<file path="src/shared/adcc_pkg.sv">
// Purpose: constants and types shared by the converter control block
// Assumes: 8-bit registers, one per aligned 32-bit APB word
// Notes: offsets are byte addresses
package adcc_pkg;
	// register byte offsets
	localparam logic [7:0] OFS_CTRL0   = 8'h00;
	localparam logic [7:0] OFS_CTRL1   = 8'h04;
	localparam logic [7:0] OFS_CTRL2   = 8'h08;
	localparam logic [7:0] OFS_PINSEL  = 8'h0C;
	localparam logic [7:0] OFS_RES_LO  = 8'h10;
	localparam logic [7:0] OFS_RES_HI  = 8'h14;
	localparam logic [7:0] OFS_IRQ     = 8'h18;
	// conv_control_zero fields
	localparam int         C0_START    = 7;
	localparam int         C0_BUSY     = 6;
	localparam int         C0_ENABLE   = 5;
	localparam int         C0_FORMAT   = 4;
	localparam int         C0_CHAN_LSB = 0;
	// conv_control_one fields
	localparam int         C1_SRC_LSB  = 5;
	localparam int         C1_DIV_LSB  = 0;
	// conv_control_two fields
	localparam int         C2_AMP      = 7;
	localparam int         C2_BANDGAP  = 6;
	localparam int         C2_REF_LSB  = 0;
	// reset values
	localparam logic [7:0] CTRL0_RESET  = 8'h00;
	localparam logic [7:0] CTRL1_RESET  = 8'h00;
	localparam logic [7:0] CTRL2_RESET  = 8'h00;
	localparam logic [7:0] PINSEL_RESET = 8'h00;
	// converter model
	localparam int         RESULT_BITS = 12;
	localparam int         CONV_TICKS  = 16;
	localparam int         DIV_CNT_W   = 7;

	typedef enum logic [2:0] {
		SRC_EXT_A   = 3'b000,
		SRC_VDD     = 3'b001,
		SRC_VDD_2   = 3'b010,
		SRC_VDD_4   = 3'b011,
		SRC_EXT_B   = 3'b100
	} adcc_src_type;

	typedef enum logic [1:0] {
		ST_IDLE     = 2'b00,
		ST_HOLD     = 2'b01,
		ST_CONVERT  = 2'b10
	} adcc_state_type;
endpackage

</file>
<file path="src/hdl/adcc_clkdiv.sv">
// Purpose: conversion clock tick generator, divide by 2 to the power of code
// Assumes: run low clears the prescaler
// Notes: tick is a one-cycle pulse, except at code zero where it stays high while run is high
`timescale 1ns/100ps
module adcc_clkdiv
(
	input  wire logic                          pclk,
	input  wire logic                          presetn,
	input  wire logic                          run,
	input  wire logic [2:0]                    div_code,
	output logic                               tick
);
	logic [adcc_pkg::DIV_CNT_W-1:0] cnt_q;
	logic [adcc_pkg::DIV_CNT_W-1:0] limit;

	assign limit = (adcc_pkg::DIV_CNT_W)'((8'h01 << div_code) - 8'h01);
	assign tick  = run && (cnt_q == limit);

	always_ff @(posedge pclk or negedge presetn)
	begin
		if (!presetn)
			cnt_q <= '0;
		else if (!run || tick)
			cnt_q <= '0;
		else
			cnt_q <= cnt_q + 1'b1;
	end

	div_one_a: assert property (@(posedge pclk) disable iff (!presetn)
		(run && div_code == 3'h0) |-> tick) else $error("undivided clock gave no tick");
	div_two_a: assert property (@(posedge pclk) disable iff (!presetn)
		(tick && div_code == 3'h1 && $stable(div_code)) ##1 (run && div_code == 3'h1) |-> !tick)
		else $error("divide by two ticked twice in a row");
endmodule // adcc_clkdiv

</file>
<file path="src/hdl/adcc_mux.sv">
// Purpose: input routing of external channels and scaled supply tap
// Assumes: samples are digital stand-ins for analog levels
// Notes: purely combinational
`timescale 1ns/100ps
module adcc_mux
(
	input  wire logic [2:0]                    src_sel,
	input  wire logic [1:0]                    chan_sel,
	input  wire logic [3:0][11:0]              ext_sample,
	input  wire logic [11:0]                   vdd_sample,
	output logic      [11:0]                   sample,
	output logic      [3:0]                    ext_connect
);
	always_comb
	begin
		sample      = 12'h000;
		ext_connect = 4'h0;
		case (src_sel)
			adcc_pkg::SRC_EXT_A, adcc_pkg::SRC_EXT_B:
			begin
				sample      = ext_sample[chan_sel];
				ext_connect = 4'h1 << chan_sel;
			end
			adcc_pkg::SRC_VDD:   sample = vdd_sample;
			adcc_pkg::SRC_VDD_2: sample = {1'b0, vdd_sample[11:1]};
			adcc_pkg::SRC_VDD_4: sample = {2'b00, vdd_sample[11:2]};
			// reserved codes convert zero with no pin attached
			default:             sample = 12'h000;
		endcase
	end
endmodule // adcc_mux

</file>
<file path="src/hdl/adcc_top.sv">
// Purpose: register file, start sequence and result formatting of the converter
// Assumes: APB slave, 32-bit data, one wait state on every transfer
// Notes:
// Functional notes
// - each conversion yields a twelve-bit result of the routed input
// - format zero: high byte holds bits 11..4, low byte top nibble bits 3..0
// - format one: high byte low nibble bits 11..8, low byte bits 7..0
// - unused result bit positions read as zero
// - converter disabled clears both result bytes and powers converter off
// - start written high then low begins conversion, busy set on the fall
// - start rising resets converter, clears busy, holds reset until low
// - busy is read-only and clears when the conversion completes
// - enable low means no conversion and converter switched off
// - two-bit channel field picks external input zero to three
// - source codes 000 and 100 route the selected external channel
// - source codes 001, 010, 011 route supply scaled by 1, 1/2, 1/4
// - internal source selected disconnects every external channel
// - clock field divides system clock by 1 to 128 in powers of two
// - analog pin select removes digital function and pull-high of the pin
// - unimplemented control bits read as zero
// - completion sets the converter interrupt request flag
//
// The APB slave port and the placing of the registers are this design's own decisions.
`timescale 1ns/100ps
module adcc_top
#(
	parameter int                              CONV_TICKS = adcc_pkg::CONV_TICKS
)
(
	input  wire logic                          pclk,
	input  wire logic                          presetn,
	input  wire logic                          psel,
	input  wire logic                          penable,
	input  wire logic                          pwrite,
	input  wire logic [7:0]                    paddr,
	input  wire logic [31:0]                   pwdata,
	output logic      [31:0]                   prdata,
	output logic                               pready,
	output logic                               pslverr,
	input  wire logic [3:0][11:0]              ext_sample,
	input  wire logic [11:0]                   vdd_sample,
	input  wire logic                          irq_flag_clear,
	output logic                               irq_flag,
	output logic                               converter_power,
	output logic                               converter_reset,
	output logic      [3:0]                    ext_connect,
	output logic      [7:0]                    pin_digital_off,
	output logic      [7:0]                    pin_pullup_off,
	output logic                               reference_amp_enable,
	output logic                               bandgap_enable,
	output logic      [3:0]                    reference_select
);
	// control registers
	logic                          start_q;
	logic                          enable_q;
	logic                          format_q;
	logic [1:0]                    chan_q;
	logic [2:0]                    src_q;
	logic [2:0]                    div_q;
	logic                          amp_q;
	logic                          bg_q;
	logic [3:0]                    ref_q;
	logic [7:0]                    pinsel_q;
	// conversion state
	adcc_pkg::adcc_state_type      state_q;
	logic                          busy_q;
	logic [11:0]                   sample_q;
	logic [11:0]                   result_q;
	logic [11:0]                   tick_cnt_q;
	logic                          irq_q;
	logic [3:0]                    ext_conn_q;
	// bus
	logic                          ack_q;
	logic [31:0]                   prdata_q;
	logic                          pslverr_q;
	logic                          access;
	logic                          wr;
	logic                          wr_ctrl0;
	logic                          start_d;
	logic                          en_d;
	logic                          rise;
	logic                          fall;
	logic                          tick;
	logic                          done;
	logic                          done_eff;
	logic [11:0]                   mux_sample;
	logic [3:0]                    mux_connect;
	logic [7:0]                    res_lo;
	logic [7:0]                    res_hi;
	logic [7:0]                    rd_byte;
	logic                          rd_hit;

	assign access   = psel && penable;
	assign pready   = ack_q;
	assign prdata   = prdata_q;
	assign pslverr  = pslverr_q;
	assign wr       = access && ack_q && pwrite;
	assign wr_ctrl0 = wr && (paddr == adcc_pkg::OFS_CTRL0);
	assign start_d  = wr_ctrl0 ? pwdata[adcc_pkg::C0_START] : start_q;
	assign en_d     = wr_ctrl0 ? pwdata[adcc_pkg::C0_ENABLE] : enable_q;
	assign rise     = start_d && !start_q;
	assign fall     = !start_d && start_q;

	adcc_clkdiv u_clkdiv
	(
		.pclk     (pclk),
		.presetn  (presetn),
		.run      (state_q == adcc_pkg::ST_CONVERT),
		.div_code (div_q),
		.tick     (tick)
	);

	adcc_mux u_mux
	(
		.src_sel     (src_q),
		.chan_sel    (chan_q),
		.ext_sample  (ext_sample),
		.vdd_sample  (vdd_sample),
		.sample      (mux_sample),
		.ext_connect (mux_connect)
	);

	assign done     = (state_q == adcc_pkg::ST_CONVERT) && tick
		&& (tick_cnt_q == 12'(CONV_TICKS - 1));
	assign done_eff = done && en_d && !rise && !fall;

	// apb answer one cycle into the access phase
	always_ff @(posedge pclk or negedge presetn)
	begin
		if (!presetn)
			ack_q <= 1'b0;
		else
			ack_q <= access && !ack_q;
	end

	always_ff @(posedge pclk or negedge presetn)
	begin
		if (!presetn)
		begin
			start_q  <= adcc_pkg::CTRL0_RESET[adcc_pkg::C0_START];
			enable_q <= adcc_pkg::CTRL0_RESET[adcc_pkg::C0_ENABLE];
			format_q <= adcc_pkg::CTRL0_RESET[adcc_pkg::C0_FORMAT];
			chan_q   <= adcc_pkg::CTRL0_RESET[adcc_pkg::C0_CHAN_LSB +: 2];
		end
		else if (wr_ctrl0)
		begin
			start_q  <= pwdata[adcc_pkg::C0_START];
			enable_q <= pwdata[adcc_pkg::C0_ENABLE];
			format_q <= pwdata[adcc_pkg::C0_FORMAT];
			chan_q   <= pwdata[adcc_pkg::C0_CHAN_LSB +: 2];
		end
	end

	always_ff @(posedge pclk or negedge presetn)
	begin
		if (!presetn)
		begin
			src_q <= adcc_pkg::CTRL1_RESET[adcc_pkg::C1_SRC_LSB +: 3];
			div_q <= adcc_pkg::CTRL1_RESET[adcc_pkg::C1_DIV_LSB +: 3];
		end
		else if (wr && paddr == adcc_pkg::OFS_CTRL1)
		begin
			src_q <= pwdata[adcc_pkg::C1_SRC_LSB +: 3];
			div_q <= pwdata[adcc_pkg::C1_DIV_LSB +: 3];
		end
	end

	always_ff @(posedge pclk or negedge presetn)
	begin
		if (!presetn)
		begin
			amp_q <= adcc_pkg::CTRL2_RESET[adcc_pkg::C2_AMP];
			bg_q  <= adcc_pkg::CTRL2_RESET[adcc_pkg::C2_BANDGAP];
			ref_q <= adcc_pkg::CTRL2_RESET[adcc_pkg::C2_REF_LSB +: 4];
		end
		else if (wr && paddr == adcc_pkg::OFS_CTRL2)
		begin
			amp_q <= pwdata[adcc_pkg::C2_AMP];
			bg_q  <= pwdata[adcc_pkg::C2_BANDGAP];
			ref_q <= pwdata[adcc_pkg::C2_REF_LSB +: 4];
		end
	end

	always_ff @(posedge pclk or negedge presetn)
	begin
		if (!presetn)
			pinsel_q <= adcc_pkg::PINSEL_RESET;
		else if (wr && paddr == adcc_pkg::OFS_PINSEL)
			pinsel_q <= pwdata[7:0];
	end

	// start sequence
	always_ff @(posedge pclk or negedge presetn)
	begin
		if (!presetn)
			state_q <= adcc_pkg::ST_IDLE;
		else if (!en_d)
			state_q <= adcc_pkg::ST_IDLE;
		else if (rise)
			state_q <= adcc_pkg::ST_HOLD;
		else if (fall)
			state_q <= adcc_pkg::ST_CONVERT;
		else
		begin
			case (state_q)
				adcc_pkg::ST_IDLE:    state_q <= adcc_pkg::ST_IDLE;
				adcc_pkg::ST_HOLD:    state_q <= adcc_pkg::ST_HOLD;
				adcc_pkg::ST_CONVERT: state_q <= done ? adcc_pkg::ST_IDLE : adcc_pkg::ST_CONVERT;
				default:              state_q <= adcc_pkg::ST_IDLE;
			endcase
		end
	end

	always_ff @(posedge pclk or negedge presetn)
	begin
		if (!presetn)
			busy_q <= 1'b0;
		else if (!en_d || rise)
			busy_q <= 1'b0;
		else if (fall)
			busy_q <= 1'b1;
		else if (done)
			busy_q <= 1'b0;
	end

	always_ff @(posedge pclk or negedge presetn)
	begin
		if (!presetn)
			tick_cnt_q <= 12'h000;
		else if (state_q != adcc_pkg::ST_CONVERT || fall)
			tick_cnt_q <= 12'h000;
		else if (tick)
			tick_cnt_q <= tick_cnt_q + 12'h001;
	end

	// sample held at the start of conversion
	always_ff @(posedge pclk or negedge presetn)
	begin
		if (!presetn)
			sample_q <= 12'h000;
		else if (fall && en_d)
			sample_q <= mux_sample;
	end

	always_ff @(posedge pclk or negedge presetn)
	begin
		if (!presetn)
			result_q <= 12'h000;
		else if (!enable_q)
			result_q <= 12'h000;
		else if (done_eff)
			result_q <= sample_q;
	end

	// event set wins over an external clear
	always_ff @(posedge pclk or negedge presetn)
	begin
		if (!presetn)
			irq_q <= 1'b0;
		else if (done_eff)
			irq_q <= 1'b1;
		else if (irq_flag_clear)
			irq_q <= 1'b0;
	end

	always_ff @(posedge pclk or negedge presetn)
	begin
		if (!presetn)
			ext_conn_q <= 4'h0;
		else
			ext_conn_q <= enable_q ? mux_connect : 4'h0;
	end

	assign res_lo = format_q ? result_q[7:0] : {result_q[3:0], 4'h0};
	assign res_hi = format_q ? {4'h0, result_q[11:8]} : result_q[11:4];

	always_comb
	begin
		rd_byte = 8'h00;
		rd_hit  = 1'b1;
		case (paddr)
			adcc_pkg::OFS_CTRL0:  rd_byte = {start_q, busy_q, enable_q, format_q, 2'b00, chan_q};
			adcc_pkg::OFS_CTRL1:  rd_byte = {src_q, 2'b00, div_q};
			adcc_pkg::OFS_CTRL2:  rd_byte = {amp_q, bg_q, 2'b00, ref_q};
			adcc_pkg::OFS_PINSEL: rd_byte = pinsel_q;
			adcc_pkg::OFS_RES_LO: rd_byte = res_lo;
			adcc_pkg::OFS_RES_HI: rd_byte = res_hi;
			adcc_pkg::OFS_IRQ:    rd_byte = {7'h00, irq_q};
			default:              rd_hit  = 1'b0;
		endcase
	end

	always_ff @(posedge pclk or negedge presetn)
	begin
		if (!presetn)
		begin
			prdata_q  <= 32'h00000000;
			pslverr_q <= 1'b0;
		end
		else if (access && !ack_q)
		begin
			prdata_q  <= (rd_hit && !pwrite) ? {24'h000000, rd_byte} : 32'h00000000;
			pslverr_q <= !rd_hit;
		end
		else
			pslverr_q <= 1'b0;
	end

	assign irq_flag             = irq_q;
	assign converter_power      = enable_q;
	assign converter_reset      = !enable_q || (state_q == adcc_pkg::ST_HOLD);
	assign ext_connect          = ext_conn_q;
	assign pin_digital_off      = pinsel_q;
	assign pin_pullup_off       = pinsel_q;
	assign reference_amp_enable = amp_q;
	assign bandgap_enable       = bg_q;
	assign reference_select     = ref_q;

	fmt_zero_hi_a: assert property (@(posedge pclk) disable iff (!presetn)
		(access && !ack_q && !pwrite && paddr == adcc_pkg::OFS_RES_HI && !format_q)
		|=> prdata[7:0] == $past(result_q[11:4])) else $error("format zero high byte wrong");
	fmt_one_lo_a: assert property (@(posedge pclk) disable iff (!presetn)
		(access && !ack_q && !pwrite && paddr == adcc_pkg::OFS_RES_LO && format_q)
		|=> prdata[7:0] == $past(result_q[7:0])) else $error("format one low byte wrong");
	fmt_unused_zero_a: assert property (@(posedge pclk) disable iff (!presetn)
		(access && !ack_q && !pwrite && paddr == adcc_pkg::OFS_RES_HI && format_q)
		|=> prdata[7:4] == 4'h0) else $error("unused result bits not zero");
	disable_clear_a: assert property (@(posedge pclk) disable iff (!presetn)
		(!enable_q && !en_d) |=> result_q == 12'h000 && !busy_q) else $error("disabled converter kept data");
	start_fall_a: assert property (@(posedge pclk) disable iff (!presetn)
		(fall && en_d) |=> busy_q && state_q == adcc_pkg::ST_CONVERT) else $error("start fall did not start");
	start_rise_a: assert property (@(posedge pclk) disable iff (!presetn)
		(rise && en_d) |=> !busy_q && converter_reset) else $error("start rise did not reset");
	done_flags_a: assert property (@(posedge pclk) disable iff (!presetn)
		done_eff |=> !busy_q && irq_flag && result_q == $past(sample_q)) else $error("completion flags wrong");
	internal_iso_a: assert property (@(posedge pclk) disable iff (!presetn)
		(src_q != adcc_pkg::SRC_EXT_A && src_q != adcc_pkg::SRC_EXT_B) ##1 $stable(src_q)
		|-> ext_connect == 4'h0) else $error("external pin left connected");
	ctrl_unimpl_a: assert property (@(posedge pclk) disable iff (!presetn)
		(access && !ack_q && !pwrite && paddr == adcc_pkg::OFS_CTRL1)
		|=> prdata[4:3] == 2'b00) else $error("unimplemented bits not zero");
	result_atomic_a: assert property (@(posedge pclk) disable iff (!presetn)
		(enable_q && $past(enable_q) && result_q != $past(result_q)) |-> $past(done_eff))
		else $error("result changed outside completion");
endmodule // adcc_top

</file>
<file path="config.mk">
export PLATFORM = sky130hd
export DESIGN_NAME = adcc_top
export DESIGN_NICKNAME = d
export VERILOG_FILES = /design/src/shared/adcc_pkg.sv /design/src/hdl/adcc_clkdiv.sv /design/src/hdl/adcc_mux.sv /design/src/hdl/adcc_top.sv
export SDC_FILE = /design/constraint.sdc
export NUM_CORES = 1
export LEC_CHECK = 0
export CAP_MARGIN = 10
export CORE_ASPECT_RATIO = 0.75
export CORE_MARGIN = 4
export CORE_UTILIZATION = 30
export CTS_CLUSTER_DIAMETER = 30
export CTS_CLUSTER_SIZE = 16
export DETAILED_ROUTE_END_ITERATION = 16
export DONT_BUFFER_PORTS = 1
export PLACE_DENSITY = 0.48
export SLEW_MARGIN = 20
export SYNTH_ARGS = -nofsm -noshare
export SYNTH_HDL_FRONTEND = slang
export SYNTH_SLANG_ARGS = --single-unit
export TNS_END_PERCENT = 30
</file>
<file path="constraint.sdc">
create_clock -name pclk -period 3.2 [get_ports pclk]
set_input_delay 0.48 -clock pclk [delete_from_list [all_inputs] [get_ports pclk]]
set_output_delay 0.48 -clock pclk [all_outputs]
set_load 0.02 [all_outputs]
</file>
==> impl_metrics.env <==
export IMPL_min_period_over_period=0.817
export IMPL_timing_rr_end="tick_cnt_q[3]$_DFFE_PN0P_"
export IMPL_antenna_found_initial=0
export IMPL_synth_commonest_cells="86 x dfrtp_1, 53 x a21oi_1, 49 x nand2_1"
export IMPL_hold_class="in2async"
export IMPL_nNetsFinal=627
export IMPL_fp_dieW_um=160
export IMPL_vias=3995
export IMPL_finalWirelength_mm=13.9
export IMPL_wirelength_met1_mm=6.80
export IMPL_ant_nets=0
export IMPL_critPathMaxFanout=21
export IMPL_cp_end_kind="register"
export IMPL_synth_area_leaders="dfrtp_1 42%, mux4_2 6.5%, mux2_2 5.4%, a21oi_1 5.1%, buf_4 4.8%"
export IMPL_async_flop_share=1.00
export IMPL_io_buffers=0
export IMPL_dr_wl_met2_mm=5.56
export IMPL_io_pins=169
export IMPL_r2r_slack_ps=580
export IMPL_hpwl_mm=10.5
export IMPL_first_pass_iters=4
export IMPL_holdBufCountCts=1
export IMPL_cts_resized=0
export IMPL_avgSynthCellArea_um2=9.65
export IMPL_irDropWorstVdd_uv=261
export IMPL_grt_max_degree=87
export IMPL_grt_pass1_wl_mm=22.4
export IMPL_cts_buffers=9
export IMPL_status="finished clean"
export IMPL_ys_ff_latch=86
export IMPL_yosysMostFrequentCell="dfrtp_1"
export IMPL_track_usage=0.146
export IMPL_layout_drive_gt1_share=0.152
export IMPL_antenna_cells=0
export IMPL_syn_to_final_growth_pct=7.84
export IMPL_cts_tree="built"
export IMPL_clockBufferDepth=2
export IMPL_first_global_vias=3985
export IMPL_netlist_area_leader_share=0.415
export IMPL_rows=41
export IMPL_finalHoldViolCount=0
export IMPL_syn_area_um2=5180
export IMPL_synthFlopType="dfrtp_1"
export IMPL_power_density_nw_per_um2=426
export IMPL_synth_edf_count=0
export IMPL_yosysSeqAreaShare=0.415
export IMPL_grt_overflow_total=0
export IMPL_fmax_mhz=382
export IMPL_postCtsSetupRepairBufs=0
export IMPL_yosys_area_top_type="dfrtp_1"
export IMPL_gp_congestion=0.811
export IMPL_routedWlPerCell_um=18.9
export IMPL_arrival_ps=2880
export IMPL_slew_limit_headroom=0.393
export IMPL_required_ps=3460
export IMPL_die_y_um=122
export IMPL_root_buffer="clkbuf_16"
export IMPL_coreArea_um2=16900
export IMPL_worstSetupPathType="reg2reg"
export IMPL_clkTransAtPathRegs_ps=60
export IMPL_drc_errors=0
export IMPL_yosysWarnings=0
export IMPL_vias_per_cell=5.43
export IMPL_synth_cell_type_count=58
export IMPL_syn_inst=537
export IMPL_highest_layer="met4"
export IMPL_clock_skew_ps=8.24
export IMPL_start_util=0.307
export IMPL_p_leak_nw=2.32
export IMPL_period_minus_slack_ps=2620
export IMPL_cts_sinks=86
export IMPL_timing_rr_start="div_q[2]$_DFFE_PN0P_"
export IMPL_tightest_slew_ps=910
export IMPL_setup_viol=0
export IMPL_setup_tns_final_ps=0
export IMPL_cts_max_level=3
export IMPL_clk_latency_ps=340
export IMPL_fin_area_um2=5590
export IMPL_met3_length_mm=1.32
export IMPL_start_kind="register"
export IMPL_drtIter0Drc=279
export IMPL_rsz0062_at_grt="false"
export IMPL_report_final_slew_viol_count=0
export IMPL_dieArea_um2=19500
export IMPL_drv_cap=0
export IMPL_place_area_um2=5230
export IMPL_r2r_cells=7
flip-flops by register name (all words and copies together) (netlist names), 3 cells and up:
name,count
pin_digital_off,8
tick_cnt_q,12
reference_select,4
sample_q,12
src_q,3
prdata,8
u_clkdiv.cnt_q,7
result_q,12
div_q,3
ext_connect,4
worst max-delay path, stage by stage (launching register included):
cell	delay [ps]
dfrtp_1	500
a2111oi_0	480
a21o_1	130
a31oi_1	60
a211o_1	540
buf_4	320
or3_1	350
a21oi_1	150
routing by layer:
| metal | global-route usage | vias up |
|---|---|---|
| li1 | - | 1896 |
| met1 | 0.210 | 1925 |
| met2 | 0.200 | 160 |
| met3 | 0.0561 | 14 |
| met4 | 0.0467 | 0 |
| met5 | 0 | - |
cell type report:
type	instances	area, µm²
fillers	1712	11300
well taps	215	269
repair buffers	10	95.1
inverters	12	45.0
clock buffers	13	270
multi-input cells	397	2690
clock inverters	3	65.1
flip-flops and latches	86	2150
power breakdown:
group          switching [mW]  internal (mW)  total, mW  leakage (nW)
Sequential            0.00810           1.09       1.10          1.18
Clock                   0.414          0.747       1.16         0.166
Combinational          0.0805         0.0407      0.121         0.978
logic make-up after synthesis:
kind of cell	share of synthesized area
adders and majority gates	0.0121
AOI/OAI and AO/OA	0.169
DFF	0.415
and+or+nand+nor	0.164
muxes	0.145
buffers and inverters	0.0818
other	0.000723
xor gates and xnor gates	0.0118
worst max path at each step:
stage,startpoint,endpoint,slack (ps),depth (start not counted)
2_1_floorplan,paddr[1],result_q[3]$_DFFE_PN0P_,800,8
3_3_place_gp,paddr[1],result_q[11]$_DFFE_PN0P_,590,6
3_5_place_dp,paddr[1],result_q[11]$_DFFE_PN0P_,580,6
4_1_cts,div_q[2]$_DFFE_PN0P_,tick_cnt_q[3]$_DFFE_PN0P_,570,7
5_1_grt,div_q[2]$_DFFE_PN0P_,tick_cnt_q[3]$_DFFE_PN0P_,350,7
6_report,div_q[2]$_DFFE_PN0P_,tick_cnt_q[3]$_DFFE_PN0P_,580,7
per-stage QoR:
stage           util  setup WS [ps]  cells  hold WS [ps]  power (mW)
6_report       0.331            584    736          37.2        2.38
5_1_grt        0.331            350    736          83.8        2.47
4_1_cts        0.331            570    736          61.3        2.41
3_5_place_dp   0.310            579    719           190        1.21
3_3_place_gp   0.310            588    719           190        1.21
2_1_floorplan      -            798    560           184        1.23
layout by cell type, fill, tap and decap left out, types with 4 or more instances in the layout:
cell | netlist | final
a211oi_1 | 5 | 5
a21oi_1 | 53 | 53
a22oi_1 | 4 | 4
a31oi_1 | 8 | 8
and3_1 | 4 | 4
buf_4 | 33 | 9
clkbuf_16 | 0 | 9
conb_1 | 1 | 24
dfrtp_1 | 86 | 86
ha_1 | 5 | 5
inv_1 | 11 | 11
mux2_2 | 25 | 25
mux2i_1 | 13 | 13
mux4_2 | 15 | 15
nand2_1 | 49 | 49
nand2b_1 | 4 | 4
nand3_1 | 13 | 13
nand4_1 | 16 | 16
nor2_1 | 29 | 29
nor2b_1 | 7 | 7
nor3_1 | 10 | 10
nor4_1 | 5 | 5
o21ai_0 | 35 | 35
o21ai_2 | 8 | 8
o22ai_1 | 4 | 4
o31ai_1 | 9 | 9
or3_1 | 4 | 4
or4_1 | 10 | 10
xnor2_1 | 4 | 4
(Power assumes the default switching activity.)
